$ cat config.mk
export PLATFORM = sky130hd
export DESIGN_NAME = ubrg_top
export DESIGN_NICKNAME = d
export VERILOG_FILES = /design/src/common/ubrg_pkg.sv /design/src/rtl/ubrg_timer.sv /design/src/rtl/ubrg_vote.sv /design/src/rtl/ubrg_top.sv
export SDC_FILE = /design/constraint.sdc
export NUM_CORES = 1
export LEC_CHECK = 0
export ABC_CLOCK_PERIOD_IN_PS = 3580
export BUFFER_PORTS_ARGS = -buffer_cell sky130_fd_sc_hd__buf_2
export CELL_PAD_IN_SITES_DETAIL_PLACEMENT = 2
export CELL_PAD_IN_SITES_GLOBAL_PLACEMENT = 2
export CORE_ASPECT_RATIO = 1.1
export CORE_MARGIN = 1
export CORE_UTILIZATION = 36
export CTS_BUF_LIST = sky130_fd_sc_hd__clkbuf_4 sky130_fd_sc_hd__clkbuf_8
export DETAILED_ROUTE_END_ITERATION = 8
export PLACE_DENSITY_LB_ADDON = 0.1
export SETUP_SLACK_MARGIN = 0.15
export SLEW_MARGIN = 30
export SYNTH_ARGS = -nofsm -noshare
export SYNTH_HDL_FRONTEND = slang
export SYNTH_SLANG_ARGS = --single-unit
$ cat constraint.sdc
create_clock -name clock_in -period 3.58 [get_ports clock_in]
set_input_delay 0.716 -clock clock_in [delete_from_list [all_inputs] [get_ports clock_in]]
set_output_delay 0.716 -clock clock_in [all_outputs]
set_load 0.005 [all_outputs]
$ cat src/common/ubrg_pkg.sv
// Shared constants for the serial port baud rate generator
// Assumes a 32-bit APB bus with word-aligned register offsets
package ubrg_pkg;

  // ****************************************
  // Bus widths and register byte offsets
  // ****************************************
  localparam int unsigned ADDR_W = 8;
  localparam int unsigned DATA_W = 32;
  localparam logic [7:0] OFF_TX_CTRL = 8'h00;
  localparam logic [7:0] OFF_RX_CTRL = 8'h04;
  localparam logic [7:0] OFF_BAUD_CTRL = 8'h08;
  localparam logic [7:0] OFF_DIV_HIGH = 8'h0c;
  localparam logic [7:0] OFF_DIV_LOW = 8'h10;

  // ****************************************
  // Field positions
  // ****************************************
  localparam int unsigned TX_MASTER_BIT = 7;
  localparam int unsigned TX_SYNC_BIT = 4;
  localparam int unsigned TX_FAST_BIT = 2;
  localparam int unsigned TX_EMPTY_BIT = 1;
  localparam int unsigned BC_IDLE_BIT = 6;
  localparam int unsigned BC_WIDE_BIT = 3;
  localparam int unsigned BC_RSVD_BIT = 2;

  // ****************************************
  // Reset values and read-only masks
  // ****************************************
  localparam logic [7:0] RST_BYTE = 8'h00;
  localparam logic [7:0] TX_RO_MASK = 8'h02;
  localparam logic [7:0] RX_RO_MASK = 8'h07;
  localparam logic [7:0] BC_RO_MASK = 8'h44;

  // ****************************************
  // Post-divider terminal counts (ratio minus one)
  // ****************************************
  localparam int unsigned POST_W = 6;
  localparam logic [5:0] TERM_64 = 6'h3f;
  localparam logic [5:0] TERM_16 = 6'h0f;
  localparam logic [5:0] TERM_4 = 6'h03;

  // ****************************************
  // Rate modes
  // ****************************************
  typedef enum logic [1:0] {
    UBRG_DIV64 = 2'b00,
    UBRG_DIV16 = 2'b01,
    UBRG_DIV4 = 2'b11
  } ubrg_ratio_t;

endpackage

$ cat src/rtl/ubrg_timer.sv
// Reloadable down-counter that emits one tick per period
// Assumes one synchronous clock and an active-low synchronous reset
module ubrg_timer #(
  parameter int unsigned WIDTH = 16
) (
  input wire logic clock_in,
  input wire logic resetn_in,
  input wire logic clear_in,
  input wire logic [WIDTH-1:0] reload_in,
  output logic tick_out,
  output logic [WIDTH-1:0] count_out
);

  logic [WIDTH-1:0] count_q;
  logic [WIDTH-1:0] count_d;
  logic at_zero;

  // Wrap at zero, or restart on a clear
  assign at_zero = (count_q == '0);
  assign count_d = (clear_in || at_zero) ? reload_in : count_q - 1'b1;
  assign tick_out = at_zero && !clear_in;
  assign count_out = count_q;

  // Count register
  always_ff @(posedge clock_in) begin
    if (!resetn_in) begin
      count_q <= '0;
    end else begin
      count_q <= count_d;
    end
  end

endmodule

$ cat src/rtl/ubrg_vote.sv
// Three-sample majority detector for the receive pin
// Assumes the pin is already synchronous to the clock
module ubrg_vote (
  input wire logic clock_in,
  input wire logic resetn_in,
  input wire logic sample_in,
  input wire logic pin_in,
  output logic majority_out,
  output logic latest_out
);

  logic [2:0] hist_q;

  // Shift in one sample per strobe; idle line is high
  always_ff @(posedge clock_in) begin
    if (!resetn_in) begin
      hist_q <= 3'h7;
    end else if (sample_in) begin
      hist_q <= {hist_q[1:0], pin_in};
    end
  end

  // Two of three decide
  assign majority_out = (hist_q[0] & hist_q[1]) | (hist_q[1] & hist_q[2]) |
                        (hist_q[0] & hist_q[2]);
  assign latest_out = hist_q[0];

endmodule

$ cat src/rtl/ubrg_top.sv
// Baud rate generator with APB register access and receive sampling
// Assumes APB master on clock_in; transmitter and receiver sit outside
//
// The address map and the APB slave port were chosen for this implementation.

// Behaviour
// - Divider 8-bit by default, 16-bit when wide
// - Divisor pair sets free-running timer period
// - Narrow mode ignores the high divisor byte
// - Fast bit ignored in synchronous mode
// - Async narrow slow: clock over 64(n+1)
// - Async one bit set: clock over 16(n+1)
// - Synchronous: clock over 4(n+1)
// - Rate applies except as synchronous slave
// - Divisor write clears the running timer
// - Async not both bits: three-sample majority
// - Single sample in sync or both set
module ubrg_top #(
  parameter int unsigned DIV_W = 16
) (
  input wire logic clock_in,
  input wire logic resetn_in,
  input wire logic psel_in,
  input wire logic penable_in,
  input wire logic pwrite_in,
  input wire logic [ubrg_pkg::ADDR_W-1:0] paddr_in,
  input wire logic [ubrg_pkg::DATA_W-1:0] pwdata_in,
  output logic [ubrg_pkg::DATA_W-1:0] prdata_out,
  output logic pready_out,
  output logic pslverr_out,
  input wire logic receive_pin_in,
  output logic baud_tick_out,
  output logic prescale_tick_out,
  output logic external_clock_out,
  output logic sample_three_out,
  output logic receive_level_out
);

  // ****************************************
  // Register storage
  // ****************************************
  logic [7:0] tx_ctrl_q;
  logic [7:0] rx_ctrl_q;
  logic [7:0] baud_ctrl_q;
  logic [7:0] div_high_q;
  logic [7:0] div_low_q;
  logic [ubrg_pkg::DATA_W-1:0] rdata_q;
  logic err_q;
  logic [ubrg_pkg::POST_W-1:0] post_q;
  logic baud_tick_q;
  logic rx_level_q;

  // ****************************************
  // Bus decode
  // ****************************************
  logic setup_ph;
  logic access_ph;
  logic wr_en;
  logic hit_tx;
  logic hit_rx;
  logic hit_bc;
  logic hit_dh;
  logic hit_dl;
  logic hit_any;
  logic div_wr;
  logic [7:0] wbyte;
  logic [7:0] rbyte;
  logic [7:0] div_high_d;
  logic [7:0] div_low_d;

  // Phase and address decode
  assign setup_ph = psel_in && !penable_in;
  assign access_ph = psel_in && penable_in;
  assign wr_en = access_ph && pwrite_in && hit_any;
  assign hit_tx = (paddr_in == ubrg_pkg::OFF_TX_CTRL);
  assign hit_rx = (paddr_in == ubrg_pkg::OFF_RX_CTRL);
  assign hit_bc = (paddr_in == ubrg_pkg::OFF_BAUD_CTRL);
  assign hit_dh = (paddr_in == ubrg_pkg::OFF_DIV_HIGH);
  assign hit_dl = (paddr_in == ubrg_pkg::OFF_DIV_LOW);
  assign hit_any = hit_tx || hit_rx || hit_bc || hit_dh || hit_dl;
  assign div_wr = wr_en && (hit_dh || hit_dl);
  assign wbyte = pwdata_in[7:0];

  // Divisor bytes as they will stand after this edge
  assign div_high_d = (wr_en && hit_dh) ? wbyte : div_high_q;
  assign div_low_d = (wr_en && hit_dl) ? wbyte : div_low_q;

  // Read mux; status bits show the idle shift register and receiver
  assign rbyte = hit_tx ? (tx_ctrl_q | ubrg_pkg::TX_RO_MASK) :
                 hit_rx ? (rx_ctrl_q & ~ubrg_pkg::RX_RO_MASK) :
                 hit_bc ? ((baud_ctrl_q & ~ubrg_pkg::BC_RO_MASK) |
                           (8'h01 << ubrg_pkg::BC_IDLE_BIT)) :
                 hit_dh ? div_high_q :
                 hit_dl ? div_low_q : ubrg_pkg::RST_BYTE;

  // Zero-wait slave; data and error settle during setup
  assign pready_out = 1'b1;
  assign prdata_out = rdata_q;
  assign pslverr_out = access_ph && err_q;

  // Capture read data and error during the setup cycle
  always_ff @(posedge clock_in) begin
    if (!resetn_in) begin
      rdata_q <= '0;
      err_q <= 1'b0;
    end else if (setup_ph) begin
      rdata_q <= {{(ubrg_pkg::DATA_W-8){1'b0}}, rbyte};
      err_q <= !hit_any;
    end
  end

  // Register writes at the access edge
  always_ff @(posedge clock_in) begin
    if (!resetn_in) begin
      tx_ctrl_q <= ubrg_pkg::RST_BYTE;
      rx_ctrl_q <= ubrg_pkg::RST_BYTE;
      baud_ctrl_q <= ubrg_pkg::RST_BYTE;
      div_high_q <= ubrg_pkg::RST_BYTE;
      div_low_q <= ubrg_pkg::RST_BYTE;
    end else if (wr_en) begin
      if (hit_tx) tx_ctrl_q <= wbyte & ~ubrg_pkg::TX_RO_MASK;
      if (hit_rx) rx_ctrl_q <= wbyte & ~ubrg_pkg::RX_RO_MASK;
      if (hit_bc) baud_ctrl_q <= wbyte & ~ubrg_pkg::BC_RO_MASK;
      if (hit_dh) div_high_q <= wbyte;
      if (hit_dl) div_low_q <= wbyte;
    end
  end

  // ****************************************
  // Mode selection
  // ****************************************
  logic sync_mode;
  logic master_mode;
  logic fast_rate_select;
  logic wide_divider_select;
  logic both_set;
  logic own_clock;
  logic [DIV_W-1:0] eff_div;
  ubrg_pkg::ubrg_ratio_t ratio;
  logic [ubrg_pkg::POST_W-1:0] post_term;

  // Control bits
  assign sync_mode = tx_ctrl_q[ubrg_pkg::TX_SYNC_BIT];
  assign master_mode = tx_ctrl_q[ubrg_pkg::TX_MASTER_BIT];
  assign fast_rate_select = tx_ctrl_q[ubrg_pkg::TX_FAST_BIT];
  assign wide_divider_select = baud_ctrl_q[ubrg_pkg::BC_WIDE_BIT];
  assign both_set = wide_divider_select && fast_rate_select;

  // Divisor width; high byte dropped in narrow mode
  // Built from the next byte values so a divisor write reloads the new period at once
  assign eff_div = wide_divider_select ? DIV_W'({div_high_d, div_low_d}) :
                   DIV_W'(div_low_d);

  // Ratio choice; fast bit has no say in synchronous mode
  assign ratio = sync_mode ? ubrg_pkg::UBRG_DIV4 :
                 both_set ? ubrg_pkg::UBRG_DIV4 :
                 (wide_divider_select || fast_rate_select) ? ubrg_pkg::UBRG_DIV16 :
                 ubrg_pkg::UBRG_DIV64;

  // Terminal count of the post-divider
  assign post_term = (ratio == ubrg_pkg::UBRG_DIV4) ? ubrg_pkg::TERM_4 :
                     (ratio == ubrg_pkg::UBRG_DIV16) ? ubrg_pkg::TERM_16 :
                     ubrg_pkg::TERM_64;

  // Own clock everywhere except synchronous slave
  assign own_clock = !sync_mode || master_mode;
  assign external_clock_out = !own_clock;

  // ****************************************
  // Timer and post-divider
  // ****************************************
  logic pre_tick;
  logic post_wrap;
  logic [DIV_W-1:0] timer_count;

  // Free-running timer, restarted by any divisor write
  ubrg_timer #(
    .WIDTH(DIV_W)
  ) u_timer (
    .clock_in(clock_in),
    .resetn_in(resetn_in),
    .clear_in(div_wr),
    .reload_in(eff_div),
    .tick_out(pre_tick),
    .count_out(timer_count)
  );

  assign prescale_tick_out = pre_tick;
  assign post_wrap = pre_tick && (post_q >= post_term);

  // Post-divider counts timer ticks; cleared with the timer
  always_ff @(posedge clock_in) begin
    if (!resetn_in) begin
      post_q <= '0;
    end else if (div_wr || post_wrap) begin
      post_q <= '0;
    end else if (pre_tick) begin
      post_q <= post_q + 1'b1;
    end
  end

  // Bit-rate strobe, held off when the far party clocks
  always_ff @(posedge clock_in) begin
    if (!resetn_in) begin
      baud_tick_q <= 1'b0;
    end else begin
      baud_tick_q <= post_wrap && own_clock;
    end
  end
  assign baud_tick_out = baud_tick_q;

  // ****************************************
  // Receive pin sampling
  // ****************************************
  logic vote_level;
  logic single_level;

  // Majority unless synchronous or both bits set
  assign sample_three_out = !sync_mode && !both_set;

  ubrg_vote u_vote (
    .clock_in(clock_in),
    .resetn_in(resetn_in),
    .sample_in(pre_tick),
    .pin_in(receive_pin_in),
    .majority_out(vote_level),
    .latest_out(single_level)
  );

  // Decided receive level
  always_ff @(posedge clock_in) begin
    if (!resetn_in) begin
      rx_level_q <= 1'b1;
    end else begin
      rx_level_q <= sample_three_out ? vote_level : single_level;
    end
  end
  assign receive_level_out = rx_level_q;

  // ****************************************
  // Checks
  // ****************************************
  ubrg_pkg::ubrg_ratio_t ratio_q;
  logic steady_q;
  logic ratio_steady;

  // Tracks whether one ratio held since the post-divider last restarted
  always_ff @(posedge clock_in) begin
    if (!resetn_in) begin
      ratio_q <= ubrg_pkg::UBRG_DIV64;
      steady_q <= 1'h0;
    end else begin
      ratio_q <= ratio;
      steady_q <= (div_wr || post_wrap) ? 1'h1 : (steady_q && (ratio == ratio_q));
    end
  end

  // A ratio change mid-count wraps early or late by design, so rate checks skip it
  assign ratio_steady = steady_q && (ratio == ratio_q);
endmodule

==> flow_summary.ini <==
[outcome]
outcome = finished, final reports clean

[critical_path]
cp_cell_sequence = inv_1 -> ha_1 -> nor3b_2 -> nand4_1 -> buf_4 -> nand2b_1 -> inv_1 -> buf_2
crit_path_end = prescale_tick_out
critPathMostFrequentCell = inv_1
path_depth = 8
crit_start = u_timer.count_out[0]
critPathCaptureType = primary output
ff2ff_path_depth = 8
startpoint_type = flip-flop
crit_buf_inv = 4
crit_type = reg2out
r2r-end = post_q[2]
crit_slowest_cell = nor3b_2
cp_top_family = simple AND/OR/NAND/NOR gates
cp.required_ns = 2.86
r2r-start = baud_ctrl_q[3]
cpPeakStageDelay_ns = 0.43
path_max_fanout = 13
worstPathArrival_ns = 2.22
regToRegSetupSlack_ns = 1.20

[routing]
drc = 0
drtAntennaViolNets = 0
dr_total_vias = 2822
firstDrtPassIters = 4
drt_iter0_drc = 53
viasPerCell = 5.22
wire_per_inst_um = 18.2
wl_um = 9860

[synth]
synth_area_um2 = 3590
synth-edff-count = 0
yosysSeqAreaShare = 0.391
syn_avg_cell_area_um2 = 9.22
ys_seq_elements = 70
synth_top_cell_by_area = dfxtp_1
ys_types = 48
synth_warnings = 0
async_flop_share = 0
synth.area.top_cells = dfxtp_1 (39%), mux2i_1 (13%), nor2b_1 (7.5%), buf_4 (5.2%), nand2_1 (2.8%)
synth-main-ff-cell = dfxtp_1
syn_inst = 389
netlist.area_leader.share = 0.391

[sta]
setup_viol = 0
relSlewSlack = 0.517
hold_viol = 0
fin_tns_setup_ns = 0
rsz0062_at_grt = no
worst_pin_slew_ns = 0.720
clock.fmax_mhz = 341
timing.hold.ws_ns = 0.468
fin_skew_ns = 0.00687
period_share = 0.819
period_needed_ns = 2.93
drv_slew = 0

[finish]
drive_above_1_share = 0.160
seq_area_um2 = 1400
num-fill-cells = 1051
areaGrowthSynthToFinish_pct = 11.0
diodes = 0
final_util = 0.418
layout.nets = 472
final_area_um2 = 3980
multi_input_area_um2 = 1990

[pwr]
p_leak_nw = 1.81
finalPower_w = 0.00244
powerDensity_nw_per_um2 = 611
ir_drop_uv = 278

[floorplanning]
initial_core_util = 0.376
die-area_um2 = 10400
rows = 37
die_x_um = 97.2
core-area_um2 = 9540
io_pins = 85
die_y_um = 107

[place]
dpl_cell_area_um2 = 3760
hpwlAfterDp_um = 7160
gp_congestion = 0.730
port_buffers = 35

[global_routing]
groute.layer.met2.usage = 0.346
antenna_found_initial = 0
grt_pass1_vias = 3046
grt_util_met3 = 0.0450
grt_max_degree = 35
gr-total-overflow = 0
track_usage = 0.205
grt_pass1_wl_um = 16400
grt.busiest_layer = met2
grt_use_met1 = 0.259

[job]
cap_violations = 0

[clocking]
cts.htree.levels = 3
cts_buffers = 9
clock_latency_ns = 0.36
root_buffer = clkbuf_8
cts_sinks = 70
clk_pin_slew_worst_paths_ns = 0.07
cts_resized = 0
clockBufferDepth = 2
hold_buffers = 0
cts_tree = done
cts_setup_buffers = 0

[min_path]
hp-class = reg2reg
report_power, final:
group	switching [W]	total, W	internal, W
clock	0.000311	0.000735	0.000424
sequential	0.000113	0.000988	0.000875
combinational	0.000408	0.000712	0.000304
cells in the final DEF (no fill, tap or decap), types with 4 or more instances in the layout:
| cell type | instances |
|---|---|
| a21oi_1 | 19 |
| or3_1 | 6 |
| nor2b_1 | 43 |
| xnor2_1 | 8 |
| a22oi_1 | 7 |
| buf_2 | 35 |
| o22ai_1 | 7 |
| o21ai_0 | 15 |
| nand4_1 | 4 |
| mux2i_1 | 45 |
| nand2_1 | 27 |
| inv_1 | 7 |
| dfxtp_1 | 70 |
| ha_1 | 6 |
| conb_1 | 25 |
| nand2b_1 | 5 |
| nor2_1 | 10 |
| nor3_1 | 5 |
| nand3_1 | 16 |
| xor2_1 | 5 |
| clkbuf_8 | 11 |
sequential cells by signal (all words and copies together) (netlist names):
signal / cells
err_q: 1
baud_tick_out: 1
div_high_q: 8
rx_ctrl_q: 5
u_vote.hist_q: 3
baud_ctrl_q: 6
post_q: 6
receive_level_out: 1
div_low_q: 8
prdata_out: 8
tx_ctrl_q: 7
u_timer.count_out: 16
synthesized netlist by cell type, types with 2 or more instances:
| library cell | instances |
|---|---|
| a21boi_0 | 2 |
| a21oi_1 | 19 |
| a221o_1 | 2 |
| a22oi_1 | 7 |
| a31oi_1 | 2 |
| and2_1 | 3 |
| and3_1 | 2 |
| buf_2 | 7 |
| buf_4 | 25 |
| clkbuf_1 | 9 |
| conb_1 | 2 |
| dfxtp_1 | 70 |
| ha_1 | 6 |
| inv_1 | 7 |
| mux2_2 | 2 |
| mux2i_1 | 45 |
| nand2_1 | 27 |
| nand2b_1 | 5 |
| nand3_1 | 16 |
| nand3b_1 | 3 |
| nand4_1 | 4 |
| nor2_1 | 10 |
| nor2b_1 | 43 |
| nor3_1 | 5 |
| nor3b_2 | 2 |
| nor4_1 | 3 |
| nor4_2 | 3 |
| o21ai_0 | 15 |
| o22ai_1 | 7 |
| or2_2 | 2 |
| or3_1 | 6 |
| xnor2_1 | 8 |
| xor2_1 | 5 |
cell type report:
type / instances / share of cell area
Sequential cell: 70 / 0.352
Multi-Input combinational cell: 294 / 0.500
Clock buffer: 11 / 0.0380
Clock inverter: 4 / 0.0176
Inverter: 7 / 0.00660
Tap cell: 117 / 0.0368
Timing Repair Buffer: 38 / 0.0496
cell families after synthesis:
logic type                 synth area share
buffers and inverters                0.0788
muxes                                 0.138
DFF                                   0.391
adders and majority gates            0.0209
AOI/OAI and AO/OA                     0.105
other                               0.00209
xor gates and xnor gates             0.0317
and+or+nand+nor                       0.233
how the worst min path moves through the flow:
| stage | from | to | slack, ns | cells after the start |
|---|---|---|---|---|
| after floorplan | u_vote.hist_q[2] | u_vote.hist_q[2] | 0.45 | 2 |
| after global placement | prdata_out[6] | prdata_out[6] | 0.45 | 2 |
| after detailed placement | prdata_out[5] | prdata_out[5] | 0.47 | 2 |
| after CTS | prdata_out[5] | prdata_out[5] | 0.48 | 2 |
| after global routing | prdata_out[7] | prdata_out[7] | 0.51 | 2 |
| final | prdata_out[5] | prdata_out[5] | 0.47 | 2 |
stage by stage:
stage | cells | setup WS, ns
2_1_floorplan | 412 | 1.24
3_3_place_gp | 526 | 0.786
3_5_place_dp | 526 | 0.778
4_1_cts | 541 | 0.614
5_1_grt | 541 | 0.389
6_report | 541 | 0.647
layer usage:
metal	vias up	routed length, um
met1	1393	4680
met4	0	121
met2	48	4770
met5	-	0
li1	1369	-
met3	12	289
worst min-delay path, delay by kind of cell, from the launching register on:
| kind | cells | cell delay (ns) |
|---|---|---|
| flip-flops | 1 | 0.31 |
| AND/OR/NAND/NOR | 1 | 0.05 |
| AO/OA/AOI/OAI | 1 | 0.07 |
No activity file was read; power rests on OpenSTA's default activity.
